===== src/logic/aocc_pkg.sv =====
// Package: register map, field positions and decode codes for the clock and output-mode block
package aocc_pkg;

    localparam int unsigned AOCC_DW = 32;
    localparam int unsigned AOCC_AW = 8;

    // Configuration register index; its byte address is four times this
    localparam logic [7:0] AOCC_CFG_OFF = 8'h06;
    // Byte addresses of the select and status words
    localparam logic [7:0] AOCC_IRQSEL_OFF = 8'h08;
    localparam logic [7:0] AOCC_STAT_OFF = 8'h0C;
    localparam logic [7:0] AOCC_WORD_MASK = 8'hFC;

    // Configuration field positions
    localparam int unsigned AOCC_CLK_HI = 15;
    localparam int unsigned AOCC_CLK_LO = 14;
    localparam int unsigned AOCC_DAC1_LINK_BIT = 13;
    localparam int unsigned AOCC_DAC0_LINK_BIT = 12;
    localparam int unsigned AOCC_MODE_HI = 11;
    localparam int unsigned AOCC_MODE_LO = 8;
    localparam int unsigned AOCC_DUAL_BIT = 11;
    localparam int unsigned AOCC_INHIBIT_BIT = 7;
    localparam int unsigned AOCC_ROUTE_BIT = 1;

    // Reset value of the upper byte
    localparam logic [7:0] AOCC_HI_RESET = 8'h00;
    localparam logic [2:0] AOCC_IRQSEL_RESET = 3'h0;

    // Interrupt levels by select code
    localparam logic [3:0] AOCC_LVL_0 = 4'h3;
    localparam logic [3:0] AOCC_LVL_1 = 4'h4;
    localparam logic [3:0] AOCC_LVL_2 = 4'h5;
    localparam logic [3:0] AOCC_LVL_3 = 4'h7;
    localparam logic [3:0] AOCC_LVL_4 = 4'hA;
    localparam logic [3:0] AOCC_LVL_5 = 4'hB;
    localparam logic [3:0] AOCC_LVL_6 = 4'hC;
    localparam logic [3:0] AOCC_LVL_7 = 4'hF;

    // Lower three waveform mode bits
    typedef enum logic [2:0] {
        AOCC_WM_SINGLE = 3'h0,
        AOCC_WM_DMA_SINGLE = 3'h1,
        AOCC_WM_DMA_HALF = 3'h2,
        AOCC_WM_CONT = 3'h3,
        AOCC_WM_CYC_C1 = 3'h4,
        AOCC_WM_CYC_C2 = 3'h5,
        AOCC_WM_CYC_C5 = 3'h6,
        AOCC_WM_PULSED = 3'h7
    } aocc_wmode_t;

endpackage


===== src/logic/aocc_cfg_if.sv =====
// Interface: raw configuration word and line select passed from the register file to the decoders
`timescale 1ns/1ps
`default_nettype none
interface aocc_cfg_if;
    logic [15:0] cfg;
    logic [2:0] irq_sel;

    modport src (output cfg, output irq_sel);
    modport dst (input cfg, input irq_sel);
endinterface
`default_nettype wire


===== src/logic/aocc_irq_decode.sv =====
// Interrupt line select decoder: one-hot level enables
`timescale 1ns/1ps
`default_nettype none
module aocc_irq_decode (
    input wire logic clk_sys, // System clock
    input wire logic rst, // Synchronous reset
    aocc_cfg_if.dst cfg_in, // Configuration fields
    output logic [3:0] irq_level, // Enabled level number
    output logic [7:0] irq_line_en // One-hot line enable
);
    import aocc_pkg::*;

    always_ff @(posedge clk_sys) begin
        if (rst) begin
            irq_level <= AOCC_LVL_0;
            irq_line_en <= 8'h01;
        end else begin
            irq_line_en <= 8'h01 << cfg_in.irq_sel;
            case (cfg_in.irq_sel)
                3'h0: irq_level <= AOCC_LVL_0;
                3'h1: irq_level <= AOCC_LVL_1;
                3'h2: irq_level <= AOCC_LVL_2;
                3'h3: irq_level <= AOCC_LVL_3;
                3'h4: irq_level <= AOCC_LVL_4;
                3'h5: irq_level <= AOCC_LVL_5;
                3'h6: irq_level <= AOCC_LVL_6;
                default: irq_level <= AOCC_LVL_7;
            endcase
        end
    end
endmodule
`default_nettype wire


===== src/logic/aocc_mode_decode.sv =====
// Waveform mode and clock source decoder
`timescale 1ns/1ps
`default_nettype none
module aocc_mode_decode (
    input wire logic clk_sys, // System clock
    input wire logic rst, // Synchronous reset
    aocc_cfg_if.dst cfg_in, // Configuration fields
    output logic sync_bus_clk_drive, // Internal clock driven to bus
    output logic board_clk_from_bus, // Board clock taken from bus
    output logic timed_irq_en, // Timed interrupts in single mode
    output logic dma_single_req, // DMA request per word
    output logic dma_half_req, // DMA request on half flag
    output logic cont_waveform, // Replay buffer in FIFO
    output logic [2:0] stop_counter_sel, // One-hot: counters 1, 2, 5
    output logic pulsed_waveform, // Counter 2 restarts output
    output logic dual_read_select // One or two reads per update
);
    import aocc_pkg::*;

    aocc_wmode_t wm;
    logic [1:0] clk_mode;

    assign wm = aocc_wmode_t'(cfg_in.cfg[AOCC_MODE_LO+2:AOCC_MODE_LO]);
    assign clk_mode = cfg_in.cfg[AOCC_CLK_HI:AOCC_CLK_LO];

    ////////////////////////////////////////////////////////////////////
    always_ff @(posedge clk_sys) begin
        if (rst) begin
            sync_bus_clk_drive <= 1'b0;
            board_clk_from_bus <= 1'b0;
        end else begin
            sync_bus_clk_drive <= (clk_mode == 2'h1);
            board_clk_from_bus <= (clk_mode == 2'h3);
        end
    end

    ////////////////////////////////////////////////////////////////////
    always_ff @(posedge clk_sys) begin
        if (rst) begin
            timed_irq_en <= 1'b0;
            dma_single_req <= 1'b0;
            dma_half_req <= 1'b0;
            cont_waveform <= 1'b0;
            stop_counter_sel <= 3'h0;
            pulsed_waveform <= 1'b0;
            dual_read_select <= 1'b0;
        end else begin
            dual_read_select <= cfg_in.cfg[AOCC_DUAL_BIT];
            timed_irq_en <= (wm == AOCC_WM_SINGLE) && cfg_in.cfg[AOCC_DUAL_BIT];
            dma_single_req <= (wm == AOCC_WM_DMA_SINGLE);
            dma_half_req <= (wm == AOCC_WM_DMA_HALF);
            cont_waveform <= (wm == AOCC_WM_CONT);
            stop_counter_sel <= 3'h0;
            pulsed_waveform <= 1'b0;
            case (wm)
                AOCC_WM_CYC_C1: stop_counter_sel <= 3'h1;
                AOCC_WM_CYC_C2: stop_counter_sel <= 3'h2;
                AOCC_WM_CYC_C5: stop_counter_sel <= 3'h4;
                AOCC_WM_PULSED: begin
                    stop_counter_sel <= 3'h1;
                    pulsed_waveform <= 1'b1;
                end
                default: stop_counter_sel <= 3'h0;
            endcase
        end
    end
endmodule
`default_nettype wire


===== src/logic/aocc_top.sv =====
// Clock and analog-output mode configuration register with APB slave
//
// Function
// - Three-bit line select enables interrupt level 3,4,5,7,10,11,12 or 15.
// - Configuration register is 16-bit write-only at byte offset 18 hex (word index 06 hex).
// - Bits 15 to 8 clear at power-up and on reset.
// - Bits 7 to 0 have no reset but act as zero after reset until written; software must initialise them.
// - Clock mode field resets to zero, board on internal 10 MHz.
// - Clock mode: x0 none, 01 drive bus, 11 take board clock from bus.
// - Bit 13 enables serial link into DAC 1.
// - Bit 12 enables serial link into DAC 0.
// - Top mode bit selects one read or data-dependent dual reads per update.
// - Mode 0000 single update; 1000 single update with timed interrupts.
// - Low bits 001 DMA per word; 010 DMA on half flag.
// - Low bits 011 replay continuous waveform from FIFO.
// - Low bits 100, 101, 110 stop by counter 1, 2 or 5.
// - Low bits 111 pulsed: counter 1 stops, counter 2 restarts.
// - Bit 7 inhibits delayed updates and FIFO writes; direct writes pass.
// - Bit 1 routes programmed writes through FIFO; DMA always via FIFO.
`timescale 1ns/1ps
`default_nettype none
module aocc_top (
    input wire logic clk_sys, // System clock, 25 MHz
    input wire logic rst, // Synchronous reset, active high
    input wire logic psel, // APB select
    input wire logic penable, // APB enable
    input wire logic pwrite, // APB direction
    input wire logic [aocc_pkg::AOCC_AW-1:0] paddr, // APB byte address
    input wire logic [aocc_pkg::AOCC_DW-1:0] pwdata, // APB write data
    input wire logic [3:0] pstrb, // APB byte strobes
    output logic [aocc_pkg::AOCC_DW-1:0] prdata, // APB read data
    output logic pready, // APB ready
    output logic pslverr, // APB error
    input wire logic prog_dac_wr, // Programmed DAC write request
    input wire logic dma_dac_wr, // DMA DAC write request
    input wire logic update_req, // Delayed update request
    output logic fifo_wr_en, // Write into output FIFO
    output logic dac_direct_wr, // Write straight to DAC
    output logic dac_update, // Delayed update to DACs
    output logic sync_bus_clk_drive, // Internal clock onto sync bus
    output logic board_clk_from_bus, // Board clock from sync bus
    output logic dac1_serial_link_en, // DAC 1 serial link on
    output logic dac0_serial_link_en, // DAC 0 serial link on
    output logic [3:0] waveform_mode, // Waveform mode field
    output logic dual_read_select, // Dual-read per update
    output logic timed_irq_en, // Timed interrupts
    output logic dma_single_req, // DMA single requesting
    output logic dma_half_req, // DMA half-flag requesting
    output logic cont_waveform, // Continuous waveform
    output logic [2:0] stop_counter_sel, // Stop counter one-hot
    output logic pulsed_waveform, // Pulsed waveform
    output logic update_inhibit, // Delayed update gate
    output logic fifo_route, // Programmed writes via FIFO
    output logic [7:0] cfg_low, // Raw lower byte
    output logic [3:0] irq_level, // Enabled interrupt level
    output logic [7:0] irq_line_en // One-hot line enable
);
    import aocc_pkg::*;

    logic [7:0] cfg_hi_r;
    logic [7:0] cfg_lo_r;
    logic [2:0] irq_sel_r;
    logic [7:0] word_addr;
    logic hit_cfg;
    logic hit_irq;
    logic hit_stat;
    logic wr_acc;
    logic rd_acc;
    logic lo_written_r;

    aocc_cfg_if cfg_bus ();

    ////////////////////////////////////////////////////////////////////
    // Address decode; zero-wait APB slave
    assign word_addr = paddr & AOCC_WORD_MASK;
    assign hit_cfg = (word_addr == {AOCC_CFG_OFF[5:0], 2'b00});
    assign hit_irq = (word_addr == AOCC_IRQSEL_OFF);
    assign hit_stat = (word_addr == AOCC_STAT_OFF);
    assign wr_acc = psel && penable && pwrite;
    assign rd_acc = psel && penable && !pwrite;
    assign pready = 1'b1;
    assign pslverr = psel && penable && !(hit_cfg || hit_irq || hit_stat);

    ////////////////////////////////////////////////////////////////////
    // Upper byte: cleared by reset
    always_ff @(posedge clk_sys) begin
        if (rst) begin
            cfg_hi_r <= AOCC_HI_RESET;
        end else if (wr_acc && hit_cfg && pstrb[1]) begin
            cfg_hi_r <= pwdata[15:8];
        end
    end

    // Lower byte: no reset, holds its value through rst
    always_ff @(posedge clk_sys) begin
        if (wr_acc && hit_cfg && pstrb[0]) begin
            cfg_lo_r <= pwdata[7:0];
        end
    end

    always_ff @(posedge clk_sys) begin
        if (rst) begin
            lo_written_r <= 1'b0;
        end else if (wr_acc && hit_cfg && pstrb[0]) begin
            lo_written_r <= 1'b1;
        end
    end

    always_ff @(posedge clk_sys) begin
        if (rst) begin
            irq_sel_r <= AOCC_IRQSEL_RESET;
        end else if (wr_acc && hit_irq && pstrb[0]) begin
            irq_sel_r <= pwdata[2:0];
        end
    end

    ////////////////////////////////////////////////////////////////////
    // Read path: config is write-only and reads zero
    always_ff @(posedge clk_sys) begin
        if (rst) begin
            prdata <= '0;
        end else if (psel && !penable && !pwrite) begin
            if (hit_irq) begin
                prdata <= {29'h0, irq_sel_r};
            end else if (hit_stat) begin
                prdata <= {27'h0, lo_written_r, irq_level};
            end else begin
                prdata <= '0;
            end
        end
    end

    ////////////////////////////////////////////////////////////////////
    // Field outputs
    assign cfg_bus.cfg = {cfg_hi_r, cfg_lo_r};
    assign cfg_bus.irq_sel = irq_sel_r;
    assign dac1_serial_link_en = cfg_hi_r[AOCC_DAC1_LINK_BIT-8];
    assign dac0_serial_link_en = cfg_hi_r[AOCC_DAC0_LINK_BIT-8];
    assign waveform_mode = cfg_hi_r[AOCC_MODE_HI-8:AOCC_MODE_LO-8];
    assign update_inhibit = cfg_lo_r[AOCC_INHIBIT_BIT] && lo_written_r;
    assign fifo_route = cfg_lo_r[AOCC_ROUTE_BIT] && lo_written_r;
    assign cfg_low = lo_written_r ? cfg_lo_r : 8'h00;

    ////////////////////////////////////////////////////////////////////
    // Write steering and update gating
    always_ff @(posedge clk_sys) begin
        if (rst) begin
            fifo_wr_en <= 1'b0;
            dac_direct_wr <= 1'b0;
            dac_update <= 1'b0;
        end else begin
            fifo_wr_en <= (dma_dac_wr || (prog_dac_wr && fifo_route))
                && !update_inhibit;
            dac_direct_wr <= prog_dac_wr && !fifo_route;
            dac_update <= update_req && !update_inhibit;
        end
    end

    ////////////////////////////////////////////////////////////////////
    aocc_mode_decode u_mode (
        .clk_sys(clk_sys),
        .rst(rst),
        .cfg_in(cfg_bus),
        .sync_bus_clk_drive(sync_bus_clk_drive),
        .board_clk_from_bus(board_clk_from_bus),
        .timed_irq_en(timed_irq_en),
        .dma_single_req(dma_single_req),
        .dma_half_req(dma_half_req),
        .cont_waveform(cont_waveform),
        .stop_counter_sel(stop_counter_sel),
        .pulsed_waveform(pulsed_waveform),
        .dual_read_select(dual_read_select)
    );

    aocc_irq_decode u_irq (
        .clk_sys(clk_sys),
        .rst(rst),
        .cfg_in(cfg_bus),
        .irq_level(irq_level),
        .irq_line_en(irq_line_en)
    );
endmodule
`default_nettype wire


===== config.mk =====
export PLATFORM = sky130hd
export DESIGN_NAME = aocc_top
export DESIGN_NICKNAME = d
export VERILOG_FILES = /design/src/logic/aocc_pkg.sv /design/src/logic/aocc_cfg_if.sv /design/src/logic/aocc_irq_decode.sv /design/src/logic/aocc_mode_decode.sv /design/src/logic/aocc_top.sv
export SDC_FILE = /design/constraint.sdc
export NUM_CORES = 1
export LEC_CHECK = 0
export BUFFER_PORTS_ARGS = -buffer_cell sky130_fd_sc_hd__buf_2
export CORE_UTILIZATION = 43
export CTS_CLUSTER_DIAMETER = 40
export DETAILED_ROUTE_END_ITERATION = 16
export PLACE_DENSITY_LB_ADDON = 0.12
export SETUP_SLACK_MARGIN = 0.05
export SLEW_MARGIN = 15
export SYNTH_ARGS = -nofsm -noshare
export SYNTH_HDL_FRONTEND = slang
export SYNTH_HIERARCHICAL = 1
export SYNTH_SLANG_ARGS = --single-unit

===== constraint.sdc =====
create_clock -name clk_sys -period 3.14 [get_ports clk_sys]
set_clock_uncertainty 0.1 [all_clocks]
set_input_delay 0.314 -clock clk_sys [delete_from_list [all_inputs] [get_ports clk_sys]]
set_output_delay 0.314 -clock clk_sys [all_outputs]
set_load 0.05 [all_outputs]

Word-level counts from Yosys, hierarchy flattened
Index checks and enable logic that the tools add are counted.

Multiplexer cells: 6. Eq/ne operators: 18. Shift operators: 1. Reduce and logical (&&, ||, !) cells: 28.

Operators with widths (count): 4-bit one-hot mux with 7 select lines (1); 3-bit == test (second input constant) (7); 1-bit logical AND (17); 3-bit by 2-bit == test with 1-bit output (second input constant) (4); 6-bit by 2-bit == test with 1-bit output (second input constant) (2); 5-bit 2-to-1 mux (2); 3-bit one-hot mux with 3 select lines (1); 8-bit 2-to-1 mux (1); 1-bit by 3-bit << shifter with 8-bit output (first input constant) (1); 3-bit by 1-bit == test with 1-bit output (second input constant) (2); 6-bit by 3-bit == test with 1-bit output (second input constant) (1); 3-bit zero test (2); 1-bit zero test (5); 1-bit logical OR (3); 2-bit by 1-bit == test with 1-bit output (second input constant) (1); 2-bit == test (second input constant) (1); 2-bit OR reduction (1); 1-bit 2-to-1 mux (1).

Logic and storage cells: 72. Register bits after elaboration: 78. Input port bits: 52. Output and inout bits: 76.

Depth between registers and ports, before layout
Depth after elaboration: 5. Gate-level depth with buffers: 4.

Modules after synthesis
The synthesis kept the hierarchy.

By module, submodules not included: aocc_top (sequential area each 640.6 um2, area an instance 1476.4 um2, cells each 147, instances 1); aocc_irq_decode (sequential area each 240.2 um2, area an instance 377.9 um2, cells each 35, instances 1); aocc_mode_decode (sequential area each 220.2 um2, area an instance 319.1 um2, cells each 27, instances 1).

Worst setup path after synthesis
No wires, ideal clock.

Path kind: input -> register. Start point: in paddr[5] (netlist name). End point: reg cfg_lo_r[0] (enable). Data arrival time: 1.932 ns. Slack: 0.710 ns. Data required time: 2.642 ns. Buffers on the path: 1. Cell stages on the path: 3. Setup time: 0.398 ns. Cell sequence: or4b_4 -> buf_6 -> nor4_1.

Cells in the longest elaborated chain, start to end: 3.

RTL lines: start: declaration (RTL line aocc_top.sv:28) `input wire logic [aocc_pkg::AOCC_AW-1:0] paddr,`; 6-bit by 3-bit == test with 1-bit output (RTL line aocc_top.sv:76) `assign hit_cfg = (word_addr == {AOCC_CFG_OFF[5:0], 2'b00});`; 1-bit logical AND (2 in series) (RTL line aocc_top.sv:96) `if (wr_acc && hit_cfg && pstrb[0]) begin`; end signal: assignment (RTL line aocc_top.sv:97) `cfg_lo_r <= pwdata[7:0];`; end: declaration (RTL line aocc_top.sv:61) `logic [7:0] cfg_lo_r;`.

No other way between the ends. A chain may end at the register's enable or synchronous reset.

Final worst setup path
Start point: in paddr[5] (netlist name). End point: out pslverr.

Cells in the longest elaborated chain, start to end: 5.

RTL lines: 6-bit by 3-bit == test with 1-bit output or 6-bit by 2-bit == test with 1-bit output (tied branches) (RTL line aocc_top.sv:76, aocc_top.sv:77); 1-bit logical OR (RTL line aocc_top.sv:82) `assign pslverr = psel && penable && !(hit_cfg || hit_irq || hit_stat);`; 1-bit logical OR (*) (RTL line aocc_top.sv:82); 1-bit zero test (*) (RTL line aocc_top.sv:82); 1-bit logical AND (*) (RTL line aocc_top.sv:82); end: declaration (RTL line aocc_top.sv:33) `output logic pslverr,`.

Mark *: on every way between the ends. The rest lies on a longest branch, timed or not.

==> impl_results.md <==
- Outcome: finished, final reports clean
- Worst R2R Path Depth: 3
- ANT cells: 0
- Vias in the first global route: between 1000 and 1500
- Starting DRT DRC Count: 66
- Crit-path max FO: 9
- Post-DRT Antenna Nets: 0
- Worst Hold Class: primary input to register
- Nets: around 330
- Crit path largest cell delay: about 0.6 ns
- Asr flop ratio synth: 0%
- Share of cells above drive strength 1: approximately 34%
- CP required: between 2 and 3 ns
- Input/output buffers: just under 80
- Area occupied by multi-input gates: about 870 µm²
- Grt total ovfl: 0
- RSZ-0062 raised after global routing: false
- Routability Congestion: 0.711
- Vias per std cell: 4.38
- Primary FF master, synth: dfxtp_1
- Final hold viol count: 0
- Die footprint: 5340 µm²
- WL/cell: roughly 11 µm
- Final instance area: ~2600 µm²
- Htree depth: 2
- Slew at the pin closest to its max-slew limit: roughly 0.76 ns
- FF-to-FF Start: cfg_bus.irq_sel[0]
- Largest net degree at the start of global routing: 50
- Post-CTS setup buffer count: 0
- Mean Syn Cell Area: 10.4 µm²
- Clk buf depth: 2
- Final Util: 53.9%
- Crit end category: primary output
- Chip Height: 73.1 µm
- Die X: 73.1 µm
- Min cycle time layout: around 1.8 ns
- CTS Hold Bufs: 0
- Post-DP Area: 2470 µm²
- WHS Endpoint: cfg_lo_r[7]
- Power Dens Cells: approximately 480 nW/µm²
- Total track usage: between 10% and 20%
- Worst Hold Depth: 1
- Pleak: about 0.0011 µW
- Row count: 25
- Number of fill cells in the layout: about 470
- Clk root buf: clkbuf_8
- CTS tree: built
- Initial antenna violation count: 0
- Clock transition at path regs: approximately 0.09 ns
- Initial Util: a little under half
- Via count: 1524
- Worst Hold Margin: just over 0.09 ns
- Worst-path cell chain: buf_2 > or4b_4 > a21oi_1 > nor2_1 > buf_2
- VDD IR max: between 0.2 and 0.25 mV
- I/O Pins: ~130
- CP Class: primary input to primary output
- Synth warn: 6
- Yosys reg bits: 51
- Post-synth EDFFs: 8
- R2r endpoint: prdata[0]
- DP Wirelength: between 2000 and 3000 µm
- Setup Total Neg Slack: 0 ns
- Core Area: ~4800 µm²
- Detailed Route WL: 3730 µm
- Max-cap violation count: 0
- Synth-to-Final Area Change: 18.8%
- Fin crit share: slightly below 60%
- # clock sinks: 51
- Max transition margin: between 40% and 50%
- Hold Startpoint: pwdata[7]
- Fmax: 543 MHz
- Slowest CP cell: or4b_4
- Post-synthesis cell area: roughly 2200 µm²
- Sequential Area: 1100 µm²
- Final setup fails: 0
- Worst R2R Setup Slack: 1.76 ns
- Arr. time, crit path: 1.43 ns
- # resized after CTS: 0
- Synth Instances: around 210
- Most frequent CP cell: buf_2
- DRC: 0
- Clk_lat worst skew: 0.30 ns
- Sequential-to-total area share from yosys stat: between 50% and 60%
- Distinct cell type count after synthesis: 30
- Slew Limit Fails: 0
- Total CTS buffers: 5
- Setup crit start kind: primary input
- First-pass GRT wire length: 5810 µm
- First-pass detailed-route iteration total: 4
registers in the layout, summed over array words and instances (netlist names), 3 cells and up:
signal                   cells
u_mode/stop_counter_sel      3
cfg_lo_r                     8
u_irq/irq_line_en            8
cfg_hi_r                     8
cfg_bus.irq_sel              3
prdata                       5
u_irq/irq_level              4
critical path: cells and delay by family:
family	cells	cell delay, ns
AO/OA/AOI/OAI	1	0.15
buffers and inverters	2	0.30
AND/OR/NAND/NOR	2	0.66
cells by family after synthesis:
family / share of synthesized area (%)
other: 0.346
buffers and inverters: 13.9
flip-flops: 50.7
AND/OR/NAND/NOR: 26.1
multiplexers: 6.45
AO/OA/AOI/OAI: 2.53
through the flow:
step	power (µW)	setup WS, ns	std cells
final	1230	1.30	348
after global routing	1280	1.26	348
after CTS	1250	1.29	348
after detailed placement	817	0.994	340
after global placement	816	0.990	340
after floorplan	816	0.710	235
report_power, final:
group          total (µW)  leakage, µW  switching, µW  internal [µW]
combinational         136     0.000671            110           26.8
clock                 431    0.0000594            205            226
sequential            665     0.000419          0.577            664
total                1230      0.00115            315            917
cell usage in the layout, fill, tap and decap left out, drive strengths merged, types with 2 or more instances in the layout:
| cell type | count |
|---|---|
| conb | 28 |
| a21oi | 9 |
| nor4b | 2 |
| or2 | 2 |
| clkbuf | 7 |
| buf | 80 |
| dfxtp | 43 |
| mux2i | 14 |
| edfxtp | 8 |
| inv | 2 |
| nand2 | 10 |
| nor2b | 2 |
| nor4 | 3 |
| and2 | 8 |
| nand2b | 28 |
| or4 | 5 |
| nand4 | 2 |
| nor3 | 8 |
| nor3b | 5 |
| nor2 | 9 |
cell type report:
class / count / share of cell area, %
clock buffer: 7 / 4.17
clock inverter: 1 / 0.194
inverter: 2 / 0.291
multi-input combinational: 140 / 33.8
sequential: 51 / 42.7
tap: 67 / 3.25
timing repair buffer: 80 / 15.6
metal layers:
| metal | vias to the layer above | global-route usage (%) | part of all wire, % |
|---|---|---|---|
| met5 | - | 0 | 0 |
| met4 | 0 | 6.54 | 1.4 |
| met3 | 5 | 4.14 | 8.1 |
| met2 | 63 | 23.3 | 47 |
| met1 | 681 | 16.8 | 44 |
| li1 | 775 | - | - |
how the worst max path moves through the flow:
stage              from          end  slack [ns]  cells after the start
5_1_grt        paddr[5]  cfg_hi_r[2]        1.26                      4
3_3_place_gp   paddr[5]  cfg_hi_r[0]        0.99                      4
4_1_cts        paddr[5]      pslverr        1.29                      5
6_report       paddr[5]      pslverr        1.30                      5
2_1_floorplan  paddr[5]  cfg_lo_r[0]        0.71                      3
3_5_place_dp   paddr[5]  cfg_hi_r[4]        0.99                      4
synthesized netlist by cell type, types with 2 or more instances:
library cell / n / share of area [%]
dfxtp_1: 43 / 40
buf_4: 34 / 12
nand2b_1: 28 / 8.1
mux2i_1: 14 / 6.4
nand2_1: 10 / 1.7
a21oi_1: 9 / 2.1
nor2_1: 9 / 1.6
and2_1: 8 / 2.3
edfxtp_1: 8 / 11
nor3_1: 8 / 1.8
clkbuf_1: 5 / 0.86
nor3b_1: 5 / 1.7
or4_1: 5 / 1.7
buf_2: 2 / 0.46
conb_1: 2 / 0.35
inv_1: 2 / 0.35
nand4_1: 2 / 0.58
nor2b_1: 2 / 0.58
or2_1: 2 / 0.58
(Power assumes the default switching activity.)
